$ cat src/rsac_consts.vh
`ifndef RSAC_CONSTS_VH
`define RSAC_CONSTS_VH

// Register addresses (word index on the plain register port)
`define RSAC_ADDR_W          3
`define RSAC_A_CTRL          3'h0
`define RSAC_A_SEC_HI        3'h1
`define RSAC_A_SEC_LO        3'h2
`define RSAC_A_SUBSEC        3'h3
`define RSAC_A_ALM_HI        3'h4
`define RSAC_A_ALM_LO        3'h5
`define RSAC_A_INTERVAL      3'h6
`define RSAC_A_TRIM          3'h7

// Control register field positions
`define RSAC_B_RUN           0
`define RSAC_B_TOD_EN        1
`define RSAC_B_IVL_EN        2
`define RSAC_B_BUSY          3
`define RSAC_B_READY         4
`define RSAC_B_RDY_IE        5
`define RSAC_B_TOD_FLAG      6
`define RSAC_B_IVL_FLAG      7
`define RSAC_B_SQE           8
`define RSAC_B_WE            15

// Reset values
`define RSAC_RST_BUSY        1'b1
`define RSAC_RST_READY       1'b0
`define RSAC_RST_SEC         32'h0000_0000
`define RSAC_RST_SUBSEC      8'h00
`define RSAC_RST_ALARM       20'h0_0000
`define RSAC_RST_INTERVAL    8'h00
`define RSAC_RST_TRIM        8'h00

// Timing: 32.768 kHz edges per 256 Hz tick, and the edge that warns of the ripple
`define RSAC_OSC_HZ          32768
`define RSAC_TICK_HZ         256
`define RSAC_PRE_W           7
`define RSAC_PRE_LAST        7'h7F
`define RSAC_PRE_WARN        7'h7E
`define RSAC_SUBSEC_MAX      8'hFF
`define RSAC_ALARM_W         20

`endif

$ cat src/rsac_prescale.v
`timescale 1ns/1ps
`include "rsac_consts.vh"
module rsac_prescale
(
  input  wire mclk,
  input  wire rstn_i,
  input  wire osc_rise,
  output reg  tick_ff,
  output reg  warn_ff
);
  reg  [`RSAC_PRE_W-1:0] div_ff;
  wire [`RSAC_PRE_W-1:0] nxt_div;

  // Free running and untrimmed, so interval alarms never shift
  assign nxt_div = osc_rise ? div_ff + 7'h01 : div_ff;

  always @(posedge mclk or negedge rstn_i)
  begin
    if (!rstn_i)
    begin
      div_ff  <= 7'h00;
      tick_ff <= 1'b0;
      warn_ff <= 1'b0;
    end
    else
    begin
      div_ff  <= nxt_div;
      tick_ff <= osc_rise && (div_ff == `RSAC_PRE_LAST);
      warn_ff <= osc_rise && (div_ff == `RSAC_PRE_WARN);
    end
  end
endmodule // rsac_prescale

$ cat src/rsac_sync.v
`timescale 1ns/1ps
module rsac_sync
(
  input  wire       mclk,
  input  wire       rstn_i,
  input  wire [1:0] async_in,
  output wire [1:0] sync_out
);
  reg [1:0] meta_ff;
  reg [1:0] hold_ff;

  genvar i;
  generate
    for (i = 0; i < 2; i = i + 1)
    begin : g_bit
      always @(posedge mclk or negedge rstn_i)
      begin
        if (!rstn_i)
        begin
          meta_ff[i] <= 1'b0;
          hold_ff[i] <= 1'b0;
        end
        else
        begin
          meta_ff[i] <= async_in[i];
          hold_ff[i] <= meta_ff[i];
        end
      end
    end
  endgenerate

  assign sync_out = hold_ff;
endmodule // rsac_sync

$ cat src/rsac_top.v
`timescale 1ns/1ps
`include "rsac_consts.vh"
// Notes on behaviour
// - Sub-second counter advances per 256Hz tick
// - Sub-second rollover increments seconds counter
// - Separate auto-reload interval alarm counter
// - Count writes only while stopped; reads never pause
// - One 16-bit control register holds controls
// - Seconds loaded only by high/low writes
// - Sub-second register loads and reads counter
// - Alarm matches low 20 seconds bits only
// - Interval alarm uses untrimmed 256Hz tick
// - Alarm low 16 bits, high nibble separately
// - Match at rollover sets alarm flag once
// - Interrupt needs flag, enable, system enable
// - Busy blocks run/enable and count writes until 32k edge
// - Ready drops before ripple, rises after
// - Interval reloads at each interval hit; zero means maximum
module rsac_top
(
  input  wire                    mclk,
  input  wire                    rst_n,
  input  wire                    osc_32k,
  input  wire                    sys_irq_en,
  input  wire [`RSAC_ADDR_W-1:0] addr,
  input  wire [15:0]             wr_data,
  input  wire                    wr_stb,
  input  wire                    rd_stb,
  output reg  [15:0]             rd_data_ff,
  output reg                     irq_ff,
  output reg                     sq_out_ff
);
  reg         rst_s1_ff;
  reg         rst_s2_ff;
  wire        rstn_i;
  wire [1:0]  osc_sync;
  reg         osc_prev_ff;
  wire        osc_rise;
  wire        tick;
  wire        warn;

  reg         we_ff;
  reg         run_ff;
  reg         tod_en_ff;
  reg         ivl_en_ff;
  reg         p_run_ff;
  reg         p_tod_en_ff;
  reg         p_ivl_en_ff;
  reg         busy_ff;
  reg         ready_ff;
  reg         rdy_ie_ff;
  reg         tod_flag_ff;
  reg         ivl_flag_ff;
  reg         sqe_ff;
  reg  [31:0] sec_ff;
  reg  [7:0]  subsec_ff;
  reg  [15:0] ld_hi_ff;
  reg  [15:0] ld_lo_ff;
  reg  [7:0]  ld_sub_ff;
  reg         ld_hi_pend_ff;
  reg         ld_lo_pend_ff;
  reg         ld_sub_pend_ff;
  reg  [`RSAC_ALARM_W-1:0] alarm_ff;
  reg  [7:0]  interval_ff;
  reg  [7:0]  ivl_reload_ff;
  reg  [7:0]  ivl_cnt_ff;
  reg  [7:0]  trim_ff;

  wire        wr_ctrl;
  wire        wr_count;
  wire        ctl_change;
  wire        run_req;
  wire        run_ok;
  wire        set_busy;
  wire [31:0] nxt_sec;
  wire        rollover;
  wire        tod_match;
  wire        ivl_hit;
  wire [7:0]  nxt_ivl_cnt;
  wire        tod_clr;
  wire        ivl_clr;
  wire        rdy_clr;
  reg  [15:0] nxt_rd_data;

  // Reset is released through two flops; assertion stays asynchronous
  always @(posedge mclk or negedge rst_n)
  begin
    if (!rst_n)
    begin
      rst_s1_ff <= 1'b0;
      rst_s2_ff <= 1'b0;
    end
    else
    begin
      rst_s1_ff <= 1'b1;
      rst_s2_ff <= rst_s1_ff;
    end
  end
  assign rstn_i = rst_s2_ff;

  rsac_sync u_sync
  (
    .mclk     (mclk),
    .rstn_i   (rstn_i),
    .async_in ({1'b0, osc_32k}),
    .sync_out (osc_sync)
  );

  always @(posedge mclk or negedge rstn_i)
  begin
    if (!rstn_i)
      osc_prev_ff <= 1'b0;
    else
      osc_prev_ff <= osc_sync[0];
  end
  assign osc_rise = osc_sync[0] && !osc_prev_ff;

  rsac_prescale u_pre
  (
    .mclk     (mclk),
    .rstn_i   (rstn_i),
    .osc_rise (osc_rise),
    .tick_ff  (tick),
    .warn_ff  (warn)
  );

  // Busy blocks the guarded bits and the count registers
  assign wr_ctrl    = wr_stb && (addr == `RSAC_A_CTRL);
  assign run_req    = wr_data[`RSAC_B_RUN];
  // Stopping the clock needs write enable; starting it does not
  assign run_ok     = run_req || we_ff;
  assign ctl_change = wr_ctrl && !busy_ff &&
                      (((run_req != p_run_ff) && run_ok) ||
                       (wr_data[`RSAC_B_TOD_EN] != p_tod_en_ff) ||
                       (wr_data[`RSAC_B_IVL_EN] != p_ivl_en_ff));
  assign wr_count   = wr_stb && !busy_ff && !run_ff && !p_run_ff &&
                      ((addr == `RSAC_A_SEC_HI) || (addr == `RSAC_A_SEC_LO) ||
                       (addr == `RSAC_A_SUBSEC));
  assign set_busy   = ctl_change || wr_count;

  always @(posedge mclk or negedge rstn_i)
  begin
    if (!rstn_i)
      busy_ff <= `RSAC_RST_BUSY;
    else if (set_busy)
      busy_ff <= 1'b1;
    else if (osc_rise)
      busy_ff <= 1'b0;
  end

  // Pending copies in the fast domain; applied copies change only on a 32k edge
  always @(posedge mclk or negedge rstn_i)
  begin
    if (!rstn_i)
    begin
      p_run_ff       <= 1'b0;
      p_tod_en_ff    <= 1'b0;
      p_ivl_en_ff    <= 1'b0;
      run_ff         <= 1'b0;
      tod_en_ff      <= 1'b0;
      ivl_en_ff      <= 1'b0;
      we_ff          <= 1'b0;
      rdy_ie_ff      <= 1'b0;
      sqe_ff         <= 1'b0;
      ld_hi_ff       <= 16'h0000;
      ld_lo_ff       <= 16'h0000;
      ld_sub_ff      <= 8'h00;
      ld_hi_pend_ff  <= 1'b0;
      ld_lo_pend_ff  <= 1'b0;
      ld_sub_pend_ff <= 1'b0;
    end
    else
    begin
      // Clear first, so a load written on a 32k edge waits for the next edge
      if (osc_rise)
      begin
        run_ff         <= p_run_ff;
        tod_en_ff      <= p_tod_en_ff;
        ivl_en_ff      <= p_ivl_en_ff;
        ld_hi_pend_ff  <= 1'b0;
        ld_lo_pend_ff  <= 1'b0;
        ld_sub_pend_ff <= 1'b0;
      end
      if (wr_ctrl)
      begin
        we_ff     <= wr_data[`RSAC_B_WE];
        rdy_ie_ff <= wr_data[`RSAC_B_RDY_IE];
        sqe_ff    <= wr_data[`RSAC_B_SQE];
      end
      if (ctl_change)
      begin
        if (run_ok)
          p_run_ff <= run_req;
        p_tod_en_ff <= wr_data[`RSAC_B_TOD_EN];
        p_ivl_en_ff <= wr_data[`RSAC_B_IVL_EN];
      end
      if (wr_count && (addr == `RSAC_A_SEC_HI))
      begin
        ld_hi_ff      <= wr_data;
        ld_hi_pend_ff <= 1'b1;
      end
      if (wr_count && (addr == `RSAC_A_SEC_LO))
      begin
        ld_lo_ff      <= wr_data;
        ld_lo_pend_ff <= 1'b1;
      end
      if (wr_count && (addr == `RSAC_A_SUBSEC))
      begin
        ld_sub_ff      <= wr_data[7:0];
        ld_sub_pend_ff <= 1'b1;
      end
    end
  end

  // Time keeping chain
  assign rollover  = tick && run_ff && (subsec_ff == `RSAC_SUBSEC_MAX);
  assign nxt_sec   = sec_ff + 32'h0000_0001;
  assign tod_match = (nxt_sec[`RSAC_ALARM_W-1:0] == alarm_ff);

  always @(posedge mclk or negedge rstn_i)
  begin
    if (!rstn_i)
    begin
      sec_ff    <= `RSAC_RST_SEC;
      subsec_ff <= `RSAC_RST_SUBSEC;
    end
    else if (osc_rise)
    begin
      // Only the seconds registers can load the stored seconds
      if (ld_hi_pend_ff)
        sec_ff[31:16] <= ld_hi_ff;
      if (ld_lo_pend_ff)
        sec_ff[15:0] <= ld_lo_ff;
      if (ld_sub_pend_ff)
        subsec_ff <= ld_sub_ff;
    end
    else if (tick && run_ff)
    begin
      subsec_ff <= subsec_ff + 8'h01;
      if (rollover)
        sec_ff <= nxt_sec;
    end
  end

  // Interval alarm: own counter, reload latched on each interval hit and while disabled
  assign nxt_ivl_cnt = ivl_cnt_ff + 8'h01;
  assign ivl_hit     = tick && ivl_en_ff && (nxt_ivl_cnt == ivl_reload_ff);

  always @(posedge mclk or negedge rstn_i)
  begin
    if (!rstn_i)
    begin
      ivl_cnt_ff    <= 8'h00;
      ivl_reload_ff <= `RSAC_RST_INTERVAL;
    end
    else if (!ivl_en_ff)
    begin
      ivl_cnt_ff    <= 8'h00;
      ivl_reload_ff <= interval_ff;
    end
    else if (tick)
    begin
      // A reload of zero matches only after the full 256-tick wrap
      if (ivl_hit)
      begin
        ivl_cnt_ff    <= 8'h00;
        ivl_reload_ff <= interval_ff;
      end
      else
        ivl_cnt_ff <= nxt_ivl_cnt;
    end
  end

  // Flags: a hardware set in the same cycle beats a software clear
  assign tod_clr = wr_ctrl && !wr_data[`RSAC_B_TOD_FLAG];
  assign ivl_clr = wr_ctrl && !wr_data[`RSAC_B_IVL_FLAG];
  assign rdy_clr = wr_ctrl && !wr_data[`RSAC_B_READY];

  always @(posedge mclk or negedge rstn_i)
  begin
    if (!rstn_i)
    begin
      tod_flag_ff <= 1'b0;
      ivl_flag_ff <= 1'b0;
      ready_ff    <= `RSAC_RST_READY;
    end
    else
    begin
      if (rollover && tod_en_ff && tod_match)
        tod_flag_ff <= 1'b1;
      else if (tod_clr)
        tod_flag_ff <= 1'b0;
      if (ivl_hit)
        ivl_flag_ff <= 1'b1;
      else if (ivl_clr)
        ivl_flag_ff <= 1'b0;
      if (tick)
        ready_ff <= 1'b1;
      else if (warn || rdy_clr)
        ready_ff <= 1'b0;
    end
  end

  // Alarm registers only take writes while their alarm is off
  always @(posedge mclk or negedge rstn_i)
  begin
    if (!rstn_i)
    begin
      alarm_ff    <= `RSAC_RST_ALARM;
      interval_ff <= `RSAC_RST_INTERVAL;
      trim_ff     <= `RSAC_RST_TRIM;
    end
    else if (wr_stb)
    begin
      if ((addr == `RSAC_A_ALM_HI) && !tod_en_ff && !p_tod_en_ff)
        alarm_ff[19:16] <= wr_data[3:0];
      if ((addr == `RSAC_A_ALM_LO) && !tod_en_ff && !p_tod_en_ff)
        alarm_ff[15:0] <= wr_data;
      if ((addr == `RSAC_A_INTERVAL) && !ivl_en_ff && !p_ivl_en_ff)
        interval_ff <= wr_data[7:0];
      if ((addr == `RSAC_A_TRIM) && we_ff && !busy_ff)
        trim_ff <= wr_data[7:0];
    end
  end

  // Reads are side-effect free, so counting never stalls for them
  always @*
  begin
    nxt_rd_data = 16'h0000;
    case (addr)
      `RSAC_A_CTRL:
      begin
        nxt_rd_data[`RSAC_B_RUN]      = run_ff;
        nxt_rd_data[`RSAC_B_TOD_EN]   = tod_en_ff;
        nxt_rd_data[`RSAC_B_IVL_EN]   = ivl_en_ff;
        nxt_rd_data[`RSAC_B_BUSY]     = busy_ff;
        nxt_rd_data[`RSAC_B_READY]    = ready_ff;
        nxt_rd_data[`RSAC_B_RDY_IE]   = rdy_ie_ff;
        nxt_rd_data[`RSAC_B_TOD_FLAG] = tod_flag_ff;
        nxt_rd_data[`RSAC_B_IVL_FLAG] = ivl_flag_ff;
        nxt_rd_data[`RSAC_B_SQE]      = sqe_ff;
        nxt_rd_data[`RSAC_B_WE]       = we_ff;
      end
      `RSAC_A_SEC_HI:   nxt_rd_data = sec_ff[31:16];
      `RSAC_A_SEC_LO:   nxt_rd_data = sec_ff[15:0];
      `RSAC_A_SUBSEC:   nxt_rd_data = {8'h00, subsec_ff};
      `RSAC_A_ALM_HI:   nxt_rd_data = {12'h000, alarm_ff[19:16]};
      `RSAC_A_ALM_LO:   nxt_rd_data = alarm_ff[15:0];
      `RSAC_A_INTERVAL: nxt_rd_data = {8'h00, interval_ff};
      `RSAC_A_TRIM:     nxt_rd_data = {8'h00, trim_ff};
      default:          nxt_rd_data = 16'h0000;
    endcase
  end

  always @(posedge mclk or negedge rstn_i)
  begin
    if (!rstn_i)
    begin
      rd_data_ff <= 16'h0000;
      irq_ff     <= 1'b0;
      sq_out_ff  <= 1'b0;
    end
    else
    begin
      rd_data_ff <= rd_stb ? nxt_rd_data : 16'h0000;
      irq_ff     <= sys_irq_en && ((tod_flag_ff && tod_en_ff) ||
                                   (ivl_flag_ff && ivl_en_ff) ||
                                   (ready_ff && rdy_ie_ff));
      // 1 Hz square wave taken from the top sub-second bit
      sq_out_ff  <= sqe_ff && subsec_ff[7];
    end
  end
endmodule // rsac_top

$ cat config.mk
export PLATFORM = sky130hd
export DESIGN_NAME = rsac_top
export DESIGN_NICKNAME = d
export VERILOG_FILES = /design/src/rsac_prescale.v /design/src/rsac_sync.v /design/src/rsac_top.v
export VERILOG_INCLUDE_DIRS = /design/src
export SDC_FILE = /design/constraint.sdc
export NUM_CORES = 1
export LEC_CHECK = 0
export BUFFER_PORTS_ARGS = -buffer_cell sky130_fd_sc_hd__buf_4
export CAP_MARGIN = 15
export CORE_MARGIN = 5
export CORE_UTILIZATION = 35
export CTS_CLUSTER_SIZE = 16
export DETAILED_ROUTE_END_ITERATION = 8
export GPL_TIMING_DRIVEN = 0
export PLACE_DENSITY_LB_ADDON = 0.3
export SKIP_LAST_GASP = 1
export SYNTH_ARGS = -nofsm -noshare
export SYNTH_HDL_FRONTEND = slang
export SYNTH_SLANG_ARGS = --single-unit
$ cat constraint.sdc
create_clock -name mclk -period 6 [get_ports mclk]
set_input_delay 0.6 -clock mclk [delete_from_list [all_inputs] [get_ports mclk]]
set_output_delay 0.6 -clock mclk [all_outputs]
set_load 0.02 [all_outputs]
---- Yosys cells after proc, flatten, opt, wreduce, memory -nomap -nowiden ----
Cells that the tools add are included.
cells by class
  shift-type cells ........................ 0
  add/sub/neg operators ................... 4
  multipliers ............................. 0
  reduce and logical (&&, ||, !) cells .... 76
  $lt $le $gt $ge ......................... 0
  div/mod/pow operators ................... 0
  muxes and demuxes ....................... 29
  bitwise operators ....................... 0
  equality and inequality tests ........... 20
operators with widths
  kind                                                              number
  32-bit two-way mux                                                3
  8-bit two-way mux                                                 9
  9-bit one-hot mux with 8 select lines                             1
  16-bit two-way mux                                                3
  1-bit logical AND                                                 36
  32-bit by 1-bit adder with 32-bit output (second input constant)  1
  20-bit == test                                                    1
  6-bit one-hot mux with 3 select lines                             1
  2-bit nonzero test                                                9
  8-bit by 1-bit adder with 8-bit output (second input constant)    2
  7-bit == test (second input constant)                             2
  2-bit AND reduction                                               7
  3-bit == test (second input constant)                             4
  1-bit logical NOT                                                 11
  1-bit two-way mux                                                 11
  1-bit logical OR                                                  9
  8-bit == test                                                     1
  8-bit == test (second input constant)                             1
  7-bit by 1-bit adder with 7-bit output (second input constant)    1
  3-bit by 2-bit == test with 1-bit output (second input constant)  2
  2-bit != test (second input constant)                             3
  3-bit AND reduction                                               2
  1-bit one-hot mux with 5 select lines                             1
  2-bit by 1-bit != test with 1-bit output (second input constant)  2
  4 further kinds                                                   6
storage, ports and cells
  flip-flop bits (word level) ............. 180
  input bits .............................. 25
  logic and storage cells ................. 168
  output and inout port bits .............. 18
  memories kept ........................... 0
  memory bits (read-only) ................. 0
  RAM bits ................................ 0
  bits in latches ......................... 0

---- Longest topological paths before layout ----
Gate-level depths: netlist (run 1).
  depth in word-level cells ............... 7
  gate-level depth with buffers ........... 9
  depth with buffers taken out ............ 8

---- By module ----
From an unflattened synthesis (run 1), not the netlist that was laid out.
second synthesis, totals
  cell total of the unflattened synthesis .. 896
  area total of the unflattened synthesis .. 9267.6 um^2
by module, submodules not included
  module         cells an instance  instances  area an instance (um^2)  sequential area each (um^2)
  rsac_top       859                1          8769.7                   4230.3
  rsac_prescale  33                 1          397.9                    225.2
  rsac_sync      4                  1          100.1                    100.1

---- Least setup slack after synthesis (run 1) ----
No wires, ideal clock.
  path kind ............................... register to register
  start point ............................. reg sec_ff[0]
  end point ............................... reg tod_flag_ff
  cell stages (with the launch flop) ...... 10
  arrival ................................. 2.122 ns
  period minus slack after synthesis ...... 2.218 ns
  setup slack ............................. 3.782 ns
  data required time ...................... 5.905 ns
  library setup time ...................... 0.095 ns
  buffers on the path ..................... 1
  cells stage by stage .................... dfrtp_1 -> ha_1 -> nand3_2 -> buf_6 -> or4b_1 -> o211ai_2 -> a21oi_1 -> nor4_2 -> o2111ai_1 -> o31ai_1
on the way
  longest elaborated chain between the ends .. 4
  elaborated cells on any way between the ends .. 5
  classes of those cells .................. add/sub: 1; eq/ne: 1; mux: 1; reduce/logical: 2
ends and longest elaborated chain
  item                                                            RTL line        RTL
  start, declared                                                 rsac_top.v:55   reg [31:0] sec_ff;
  start signal, assigned                                          rsac_top.v:224  sec_ff <= `RSAC_RST_SEC;
  start signal, assigned                                          rsac_top.v:233  sec_ff[15:0] <= ld_lo_ff;
  start signal, assigned                                          rsac_top.v:241  sec_ff <= nxt_sec;
  32-bit by 1-bit adder with 32-bit output *                      rsac_top.v:217  assign nxt_sec = sec_ff + 32'h0000_0001;
  20-bit == test *                                                rsac_top.v:218  assign tod_match = (nxt_sec[`RSAC_ALARM_W-1:0] == alarm_ff);
  1-bit logical AND *                                             rsac_top.v:289  if (rollover && tod_en_ff && tod_match)
  1-bit two-way mux / 2-bit nonzero test (equally long branches)  n/a
  end signal, assigned                                            rsac_top.v:283  tod_flag_ff <= 1'b0;
  end signal, assigned                                            rsac_top.v:290  tod_flag_ff <= 1'b1;
  end signal, assigned                                            rsac_top.v:292  tod_flag_ff <= 1'b0;
  end, declared                                                   rsac_top.v:52   reg tod_flag_ff;
Mark *: on every way between the ends. The rest lies on a longest branch, timed or not.
A chain may end at the register's enable or synchronous reset.

---- Worst setup path in the final report (run 1) ----
  start point ............................. reg sec_ff[0]
  end point ............................... reg sec_ff[20]
on the way
  longest elaborated chain between the ends .. 4
ends and longest elaborated chain
  item                                      RTL line        RTL
  32-bit by 1-bit adder with 32-bit output  rsac_top.v:217
  32-bit two-way mux                        rsac_top.v:240  if (rollover)
  32-bit two-way mux                        rsac_top.v:237  else if (tick && run_ff)
  32-bit two-way mux                        rsac_top.v:227  else if (osc_rise)
No other way between the ends. The select of a mux whose other input is x is not followed.

==> key figures, run 1 <==
Clocking
  • Clock slew seen by the registers of the worst setup and hold paths: about 0.07 ns
  • Total setup buffers inserted after CTS: 0
  • Total of cells resized after clock tree synthesis: 0
  • Num CTS Buffers: 17
  • Number of levels in the clock H-tree: 4
  • Clock insertion delay at the later pin of the skew report: between 0.4 and 0.5 ns
  • Clock tree from TritonCTS: built
  • Clock Tree Buf Depth: 2
  • Clk sink count: 180
  • Root Buffer: sky130_fd_sc_hd__clkbuf_16
  • Post-cts hold buffer count: 1

Global route
  • Number of antenna violations at the first check in global routing: 0
  • Number of global-route vias before repair: 7143
  • GR Util All Layers: about 18%
  • First-pass GRT wire length: 41520 um
  • Sum of overflow across all layers after global routing: 0
  • Pin count of the biggest net entering global routing: 67

Timing
  • Min cycle time layout: 2.940 ns
  • Final worst hold slack: 0.2760 ns
  • Unrepaired setup endpoints after global routing: false
  • Final number of setup-violating endpoints: 0
  • Fmax: around 0.34 GHz
  • Final worst setup slack: roughly 3 ns
  • Transition time at the pin with the least slew margin: roughly 1.1 ns
  • Count of endpoints failing hold in the final timing report: 0
  • Final Max Slew Viols: 0
  • Fin Clk Skew: a little under 0.01 ns
  • Tightest slew margin relative to the limit: 29.30%
  • Post-route fraction of the period consumed by the critical path: 48.99%

Detailed routing
  • Via/cell ratio: approximately 5.5
  • Total number of vias: about 7300
  • WL/cell: around 20 um
  • DRC violations left: 0
  • Routed length on met3: 1476 um
  • Remaining antenna violation count after routing: 0
  • Detailed Routing Iterations Pass 1: 5
  • Met2 wire length: about 12000 um
  • Top routing layer used: met4
  • Post-Route WL: between 20000 and 30000 um
  • DRC violation total after the first TritonRoute iteration: a little under 700
  • M1 WL: 12300 um

Worst setup path
  • Crit path capture type: flop
  • Worst endpoint data arrival time: roughly 3.2 ns
  • Crit path required time: 6.28 ns
  • Kind of launch point of the worst setup path: flop
  • Type of the worst setup path: flop to flop
  • Max FO, Critical Path: 10

Final layout
  • Final Non-Filler Cells: approximately 1300
  • Share of post-route cells with drive strength above 1: around 18%
  • Area added between synthesis and finish: 14.55%
  • Diode count: 0
  • Cell area after layout: approximately 0.011 mm2
  • Post-layout net count: 1007
  • Number of fillers in the final layout: between 2000 and 3000

Synthesis
  • Proportion of synthesized chip area in sequential cells: between 40% and 50%
  • Post-Syn Instances: 915
  • Number of enable-type register cells in the synthesized netlist: 0
  • Count of yosys warnings during synthesis: 0
  • Nets in the synthesized netlist: 945
  • Average instance area after synthesis: between 10 and 15 um2
  • Synth cell types: just over 70
  • Number of synthesized register bits: 180
  • Netlist Area Pre-Place: roughly 0.0092 mm2
  • Async SR Flop Fraction: 100.0%
  • Most used flip-flop cell after synthesis: sky130_fd_sc_hd__dfrtp_1

Placement
  • Post-Place Cell Area: between 0.009 and 0.01 mm2
  • Post-DP HPWL: approximately 19000 um
  • Global placement routability congestion: between 0.8 and 0.9
  • Post-placement cell count: 1292
  • Number of buffers inserted by port buffering: 39
  • Post-placement setup slack: 3.102 ns

Pwr
  • Post-layout total power: approximately 0.0043 W
  • Areal power density over the cells: ~410 mW/mm2
  • Max IR drop VDD: about 0.22 mV
  • Leakage power: about 4.5 nW

Job
  • Max-Cap Viols: 0

Die
  • Area inside the core boundary: 0.02598 mm2
  • Horiz. Die Dim: approximately 170 um
  • Effective utilization at floorplan: ~35%
  • Row Count: 59
  • Die area: 0.02960 mm2
  • Die Ht: about 170 um
  • Ports: 43

Status
  • Run status: finished clean

Min path
  • Hold Crit Class: input pin to flop
-- power breakdown --
group / switching, W / leakage (nW) / internal, W
logic: 0.000585 / 1.94 / 0.000615
registers: 0.000423 / 2.28 / 0.00164
clock network: 0.000484 / 0.255 / 0.000538
total: 0.00149 / 4.47 / 0.00279
-- Yosys cell counts (all sizes together) (10+ instances only) --
| master | count | share of area (%) |
|---|---|---|
| nand2b | 10 | 0.68 |
| a21oi | 84 | 4.6 |
| nor2 | 55 | 2.2 |
| dfrtp | 179 | 49 |
| o22ai | 17 | 1.2 |
| o21ai | 76 | 4.1 |
| a31oi | 13 | 0.88 |
| mux2i | 17 | 1.9 |
| clkbuf | 30 | 1.2 |
| xnor2 | 28 | 2.7 |
| nand2 | 88 | 3.6 |
| xor2 | 13 | 1.2 |
| mux2 | 93 | 11 |
| nor3 | 15 | 0.98 |
| buf | 21 | 1.1 |
| nor2b | 16 | 1.1 |
| nand3 | 37 | 2.1 |
| inv | 17 | 0.69 |
| a21o | 10 | 0.82 |
-- cell type report --
cell class,instances,area (um2),area share (%)
tap,335,419.2,3.981
timing repair buffer,43,385.4,3.661
multi-input combinational,666,4403,41.82
clock buffer,19,442.9,4.207
buffer,51,214.0,2.032
sequential,180,4509,42.83
clock inverter,12,86.33,0.8201
inverter,18,67.56,0.6418
-- through the flow --
step / utilization (%) / setup TNS, ns
floorplan: - / 0
global placement: 38.11 / -289.99
detailed placement: 38.44 / 0
CTS: 40.51 / 0
global route: 40.51 / 0
finish: 40.51 / 0
-- sequential cells by signal, summed over array words and instances, names as in the netlist, 7 cells and up --
register       flops
ld_sub_ff          8
sec_ff            32
interval_ff        8
ld_hi_ff          16
rd_data_ff        16
ivl_cnt_ff         8
trim_ff            8
subsec_ff          8
alarm_ff          20
ivl_reload_ff      8
ld_lo_ff          16
u_pre.div_ff       7
-- layer usage --
metal	vias up	track usage [%]
met5	-	0
met4	0	5.605
met3	30	3.064
met2	226	28.16
met1	3656	26.23
li1	3419	-
-- final timing paths --
check,startpoint,endpoint,slack (ns),depth (start not counted)
max in group asynchronous,rst_s2_ff$_DFF_PN0_,busy_ff$_DFFE_PN1P_,5.02,2
max reg2reg,sec_ff[0]$_DFFE_PN0P_,sec_ff[20]$_DFFE_PN0P_,3.06,8
min in group asynchronous,rst_s2_ff$_DFF_PN0_,u_pre.div_ff[4]$_DFFE_PN0P_,0.34,1
min reg2reg,rst_s2_ff$_DFF_PN0_,u_pre.div_ff[4]$_DFFE_PN0P_,0.34,1
max,sec_ff[0]$_DFFE_PN0P_,sec_ff[20]$_DFFE_PN0P_,3.06,8
min,osc_32k,u_sync.meta_ff[0]$_DFF_PN0_,0.28,1
-- worst max-delay path, cell delays in order, from the launching register on --
cell	delay, ns
sky130_fd_sc_hd__dfrtp_1	0.50
sky130_fd_sc_hd__ha_1	0.31
sky130_fd_sc_hd__nand3_2	0.11
sky130_fd_sc_hd__buf_6	0.16
sky130_fd_sc_hd__nor3_2	0.54
sky130_fd_sc_hd__nand4_1	0.47
sky130_fd_sc_hd__nand2b_1	0.42
sky130_fd_sc_hd__o22ai_1	0.18
sky130_fd_sc_hd__a21oi_1	0.10
-- cells by family after synthesis --
kind of cell	count (synthesis)	synth area share [%]
AND/OR/NAND/NOR	271	14.79
buffers and inverters	69	3.063
flip-flops	180	49.03
adder cells (fa/ha/maj)	5	0.6807
XOR/XNOR	41	3.907
multiplexers	111	13.49
other	1	0.04080
AO/OA/AOI/OAI	237	15.00
-- cell usage in the layout, fill, tap and decap left out, drive strengths merged, types with 15 or more instances in the layout --
master	instances
nor3	15
nor2	55
mux2	93
mux2i	17
nand2	88
dfrtp	179
xnor2	28
clkbuf	49
buf	63
o22ai	17
a21oi	84
nand3	37
nor2b	16
inv	17
o21ai	76
Note: power is estimated with default switching activity, not from simulation.
==> run 2, diff against run 1 <==
==> constraint.sdc (replaced) <==
create_clock -name mclk -period 2.5 [get_ports mclk]
set_input_delay 0.25 -clock mclk [delete_from_list [all_inputs] [get_ports mclk]]
set_output_delay 0.25 -clock mclk [all_outputs]
set_load 0.02 [all_outputs]
==> run 2 against run 1 <==
Wire length grew 0.95%. First-iteration DRC count grew 11%. Critical path type unchanged. Final cell count grew 0.38%. Clock-buffer cell count is the same.
==> key figures, run 2 (synthesis gave the netlist of run 1 again) <==
Die
  • Die area: between 0.02 and 0.03 mm2
  • Row Count: approximately 60
  • Area inside the core boundary: approximately 0.026 mm2
  • Horiz. Die Dim: 172.0 um
  • Effective utilization at floorplan: about 35%
  • Die Ht: between 150 and 200 um
  • Ports: 43

Status
  • Run status: finished clean

Clocking
  • Root Buffer: sky130_fd_sc_hd__clkbuf_16
  • Clk sink count: 180
  • Clock tree from TritonCTS: built
  • Clock insertion delay at the later pin of the skew report: approximately 0.44 ns
  • Clock Tree Buf Depth: 2
  • Num CTS Buffers: 17
  • Number of levels in the clock H-tree: 4
  • Clock slew seen by the registers of the worst setup and hold paths: roughly 0.060 ns

Detailed routing
  • Total number of vias: 7451
  • DRC violations left: 0
  • Post-Route WL: ~27000 um
  • Top routing layer used: met4
  • WL/cell: 20.04 um
  • Remaining antenna violation count after routing: 0
  • M1 WL: around 12000 um
  • Detailed Routing Iterations Pass 1: 5
  • DRC violation total after the first TritonRoute iteration: ~770
  • Routed length on met3: roughly 1800 um
  • Via/cell ratio: about 5.6
  • Met2 wire length: between 10000 and 15000 um

Pwr
  • Areal power density over the cells: slightly below 1000 mW/mm2
  • Post-layout total power: approximately 0.011 W
  • Leakage power: ~4.6 nW
  • Max IR drop VDD: ~0.54 mV

Final layout
  • Area added between synthesis and finish: 16.77%
  • Diode count: 0
  • Leading cell type in the layout, fill and taps excluded: sky130_fd_sc_hd__dfrtp_1
  • Cell area after layout: about 0.011 mm2
  • Commonest cells after routing, fill and taps aside: 174 x sky130_fd_sc_hd__dfrtp_1, 87 x sky130_fd_sc_hd__nand2_1, 87 x sky130_fd_sc_hd__mux2_2
  • Max FFs per register: 32
  • Largest registers: sec_ff x32, alarm_ff x20
  • Biggest register: sec_ff
  • Share of post-route cells with drive strength above 1: 20.72%
  • Post-layout net count: between 1000 and 1500

Timing
  • Unrepaired setup endpoints after global routing: true
  • Fmax: 0.4033 GHz
  • Final worst hold slack: roughly 0.05 ns
  • Min cycle time layout: 2.480 ns
  • Fin Clk Skew: around 0.011 ns
  • Setup TNS: 0 ns
  • Tightest slew margin relative to the limit: between 20% and 30%
  • Final Max Slew Viols: 0
  • Final worst setup slack: about 0.020 ns
  • Count of endpoints failing hold in the final timing report: 0
  • Transition time at the pin with the least slew margin: roughly 1.1 ns
  • Final number of setup-violating endpoints: 0
  • Post-route fraction of the period consumed by the critical path: between 90% and 100%

Worst setup path
  • Crit path capture type: flop
  • Type of the worst setup path: flop to flop
  • Worst endpoint data arrival time: between 2 and 3 ns
  • Startpoint of the worst register-to-register path: subsec_ff[1]$_DFFE_PN0P_
  • Kind of launch point of the worst setup path: flop
  • Max FO, Critical Path: 4
  • Launch point of the worst path: subsec_ff[1]$_DFFE_PN0P_
  • Crit path required time: ~2.8 ns

Global route
  • Number of antenna violations at the first check in global routing: 0
  • Pin count of the biggest net entering global routing: 67
  • First-pass GRT wire length: between 40000 and 50000 um
  • Sum of overflow across all layers after global routing: 0
  • Number of global-route vias before repair: around 7000
  • GR Util All Layers: between 10% and 20%

Min path
  • Worst hold start: sys_irq_en
  • Hold Crit Class: input pin to flop

Placement
  • Post-DP HPWL: 19080 um
  • Number of buffers inserted by port buffering: 39
  • Global placement routability congestion: approximately 0.9
  • Post-placement setup slack: -0.3390 ns
  • Post-Place Cell Area: between 0.009 and 0.01 mm2

Job
  • Max-Cap Viols: 0
==> run 2: worst paths after layout <==
kind	endpoint	slack, ns	cells past startpoint
worst max-delay path	tod_flag_ff$_DFFE_PN0P_	0.02	7
min in group asynchronous	rst_s2_ff$_DFF_PN0_	0.14	2
worst min register to register	u_pre.div_ff[4]$_DFFE_PN0P_	0.34	1
worst min-delay path	irq_ff$_DFF_PN0_	0.05	2
max in group asynchronous	sec_ff[7]$_DFFE_PN0P_	1.50	2
worst max register to register	tod_flag_ff$_DFFE_PN0P_	0.02	7
==> run 2: power by group <==
part,internal [W],total (W),switching (W)
sequential,0.00394,0.00497,0.00102
combinational,0.00154,0.00299,0.00145
clock,0.00158,0.00270,0.00113
==> run 2: what timing repair did <==
item	in CTS	in global routing
endpoints found under the hold margin	3	0
pin swaps	3	4
resized for setup	11	21
setup endpoints to repair	39	54
buffers inserted	4	4
hold buffers	2	0
==> run 2: final cells by class <==
cell class	count	area (um2)
inverters	18	67.56
clock inverters	9	132.6
well taps	335	419.2
plain buffers	50	226.5
clock buffers	19	442.9
flip-flops and latches	180	4514
fillers	2564	15250
repair buffers	52	455.4
multi-input cells	666	4473
==> run 2: worst max-delay path, stage by stage (launching register included) <==
cell and delay, ns:
sky130_fd_sc_hd__dfrtp_1 0.44, sky130_fd_sc_hd__ha_1 0.24, sky130_fd_sc_hd__and4_1 0.29, sky130_fd_sc_hd__nand4_1 0.28, sky130_fd_sc_hd__nor4_1 0.47, sky130_fd_sc_hd__o2111a_1 0.24
sky130_fd_sc_hd__o2111ai_1 0.11, sky130_fd_sc_hd__o31ai_1 0.31
==> run 2: routing by layer <==
metal  up-vias  global-route usage, %
met5         -                      0
met4         0                  5.742
met3        35                  3.681
met2       256                  27.53
met1      3731                  26.53
li1       3429                      -
==> run 2: metrics by stage <==
| step | utilization, % | instances |
|---|---|---|
| finish | 41.30 | 1329 |
| detailed placement | 38.44 | 1292 |
| floorplan | - | 915 |
| global route | 41.30 | 1329 |
| global placement | 38.12 | 1289 |
| CTS | 40.96 | 1326 |
==> run 3, diff against run 2 <==
--- a/config.mk
+++ b/config.mk
@@ -8,12 +8,15 @@
 export LEC_CHECK = 0
 export BUFFER_PORTS_ARGS = -buffer_cell sky130_fd_sc_hd__buf_4
 export CAP_MARGIN = 15
+export CELL_PAD_IN_SITES_DETAIL_PLACEMENT = 1
+export CELL_PAD_IN_SITES_GLOBAL_PLACEMENT = 1
 export CORE_MARGIN = 5
 export CORE_UTILIZATION = 35
 export CTS_CLUSTER_SIZE = 16
 export DETAILED_ROUTE_END_ITERATION = 8
 export GPL_TIMING_DRIVEN = 0
 export PLACE_DENSITY_LB_ADDON = 0.3
+export RECOVER_POWER = 100
 export SKIP_LAST_GASP = 1
 export SYNTH_ARGS = -nofsm -noshare
 export SYNTH_HDL_FRONTEND = slang
==> run 3 against run 2 <==
Final cell count up 0.38%. Clock skew up 0.0027 ns. Critical path depth up 1. Power up 0.37%. Hold slack worse by 0.00082 ns. Wire length up 13%. Critical path type unchanged. Critical endpoint unchanged.
==> key figures, run 3 (synthesis gave the netlist of run 1 again) <==
Status
  • Run status: finished clean

Detailed routing
  • Post-Route WL: ~30000 um
  • WL/cell: between 20 and 25 um
  • Remaining antenna violation count after routing: 0
  • DRC violation total after the first TritonRoute iteration: 545
  • Total number of vias: 7616
  • Detailed Routing Iterations Pass 1: 5
  • DRC violations left: 0
  • Via/cell ratio: 5.709

Clocking
  • Root Buffer: sky130_fd_sc_hd__clkbuf_16
  • Clock Tree Buf Depth: 2
  • Clk sink count: between 150 and 200
  • Clock tree from TritonCTS: built
  • Clock slew seen by the registers of the worst setup and hold paths: roughly 0.070 ns
  • Clock insertion delay at the later pin of the skew report: between 0.4 and 0.5 ns
  • Number of levels in the clock H-tree: 4
  • Num CTS Buffers: 17

Die
  • Die area: roughly 0.03 mm2
  • Area inside the core boundary: around 0.026 mm2
  • Effective utilization at floorplan: 35.37%
  • Ports: 43
  • Row Count: between 50 and 60
  • Horiz. Die Dim: ~170 um
  • Die Ht: 172.0 um

Global route
  • GR Util All Layers: roughly a fifth
  • Pin count of the biggest net entering global routing: a little under 70
  • First-pass GRT wire length: 46600 um
  • Number of antenna violations at the first check in global routing: 1
  • Sum of overflow across all layers after global routing: 0
  • Number of global-route vias before repair: about 7800

Timing
  • Post-route fraction of the period consumed by the critical path: a little over nine tenths
  • Min cycle time layout: roughly 2.4 ns
  • Fin Clk Skew: approximately 0.014 ns
  • Count of endpoints failing hold in the final timing report: 0
  • Tightest slew margin relative to the limit: between 10% and 20%
  • Fmax: ~0.42 GHz
  • Final Max Slew Viols: 0
  • Transition time at the pin with the least slew margin: roughly 1.2 ns
  • Final number of setup-violating endpoints: 0
  • Setup TNS: 0 ns

Final layout
  • Post-layout net count: 1016
  • Share of post-route cells with drive strength above 1: about a fifth
  • Area added between synthesis and finish: 15.55%
  • Max FFs per register: 32
  • Leading cell type in the layout, fill and taps excluded: sky130_fd_sc_hd__dfrtp_1
  • Number of fillers in the final layout: 2961
  • Diode count: 0
  • Largest registers: sec_ff x32, alarm_ff x20
  • Commonest cells after routing, fill and taps aside: 175 x sky130_fd_sc_hd__dfrtp_1, 88 x sky130_fd_sc_hd__nand2_1, 86 x sky130_fd_sc_hd__mux2_2
  • Biggest register: sec_ff

Worst setup path
  • Delay contributed by the slowest stage of the critical path: between 0.5 and 0.6 ns
  • Type of the worst setup path: flop to flop
  • Worst endpoint data arrival time: approximately 2.7 ns
  • Top Family by Delay on Critical Path: simple AND/OR/NAND/NOR gates
  • Cell chain of the critical path: buf_4, and4_1, nand2_1, or4b_1, o21ai_0, o2111a_1, o2111ai_1, o31ai_1
  • Kind of launch point of the worst setup path: flop
  • Bufs and invs on worst path: 1
  • Max FO, Critical Path: 5
  • Crit path required time: 2.84 ns
  • Worst-path cell with the longest stage delay: sky130_fd_sc_hd__or4b_1
  • Crit path capture type: flop

Pwr
  • Leakage power: ~4.5 nW
  • Areal power density over the cells: 1008 mW/mm2
  • Max IR drop VDD: roughly 0.5 mV
  • Post-layout total power: ~0.011 W

Placement
  • Post-DP HPWL: 21390 um
  • Number of buffers inserted by port buffering: 39
  • Global placement routability congestion: roughly 0.9

Min path
  • Hold Crit Class: input pin to flop

Job
  • Max-Cap Viols: 0
-- run 3: repair_timing --
action	4_1_cts	5_1_grt
endpoints found under the hold margin	3	0
gates cloned	0	0
buffers inserted	3	6
resized for setup	15	14
hold buffers	2	0
pin swaps	2	4
setup endpoints to repair	54	55
-- run 3: where the power goes --
part           switching, W  internal (W)
Sequential          0.00109       0.00394
Combinational       0.00151       0.00151
Clock               0.00124       0.00141
Total               0.00384       0.00687
-- run 3: layer usage --
layer	part of all wire [%]	global-route usage (%)	vias to the layer above
met5	0	0	-
met4	1.5	5.058	0
li1	-	-	3435
met1	47	29.30	3974
met2	47	33.07	176
met3	3.9	3.201	31
-- run 3: stage by stage --
stage	instance area (um2)	instances	hold slack (ns)	util, %	worst slack [ns]
final	10620	1334	0.04914	40.87	0.1044
after global routing	10620	1334	0.05637	40.87	-0.01433
after CTS	10610	1328	0.03773	40.82	0.01708
after detailed placement	9961	1291	0.03452	38.33	-0.4195
after global placement	9906	1289	0.03237	38.12	-0.4557
after floorplan	9194	915	-0.04559	-	0.2821
-- run 3: path summary, 6_finish.rpt --
kind                                            start  slack [ns]  depth (start not counted)                      end
worst max register to register  sec_ff[0]$_DFFE_PN0P_        0.10                          8  tod_flag_ff$_DFFE_PN0P_
worst min register to register    rst_s1_ff$_DFF_PN0_        0.35                          0      rst_s2_ff$_DFF_PN0_
worst min-delay path                       sys_irq_en        0.05                          2         irq_ff$_DFF_PN0_
min in group asynchronous                       rst_n        0.12                          2      rst_s1_ff$_DFF_PN0_
max in group asynchronous         rst_s2_ff$_DFF_PN0_        1.01                          1      busy_ff$_DFFE_PN1P_
worst max-delay path            sec_ff[0]$_DFFE_PN0P_        0.10                          8  tod_flag_ff$_DFFE_PN0P_
-- run 3: layout make-up --
cell class / instances / area [um2] / area share [%]
Clock buffer: 19 / 442.9 / 4.171
Multi-Input combinational cell: 666 / 4466 / 42.05
Buffer: 50 / 224.0 / 2.109
Timing Repair Buffer: 53 / 367.9 / 3.464
Clock inverter: 13 / 121.4 / 1.143
Inverter: 18 / 67.56 / 0.6363
Tap cell: 335 / 419.2 / 3.947
Sequential cell: 180 / 4511 / 42.48
-- run 3: worst register-to-register path: cells and delay by family (launching register included) --
family	cells	cell delay, ns
AO/OA/AOI/OAI	4	0.78
buffers and inverters	1	0.15
flip-flops	1	0.45
AND/OR/NAND/NOR	3	0.93
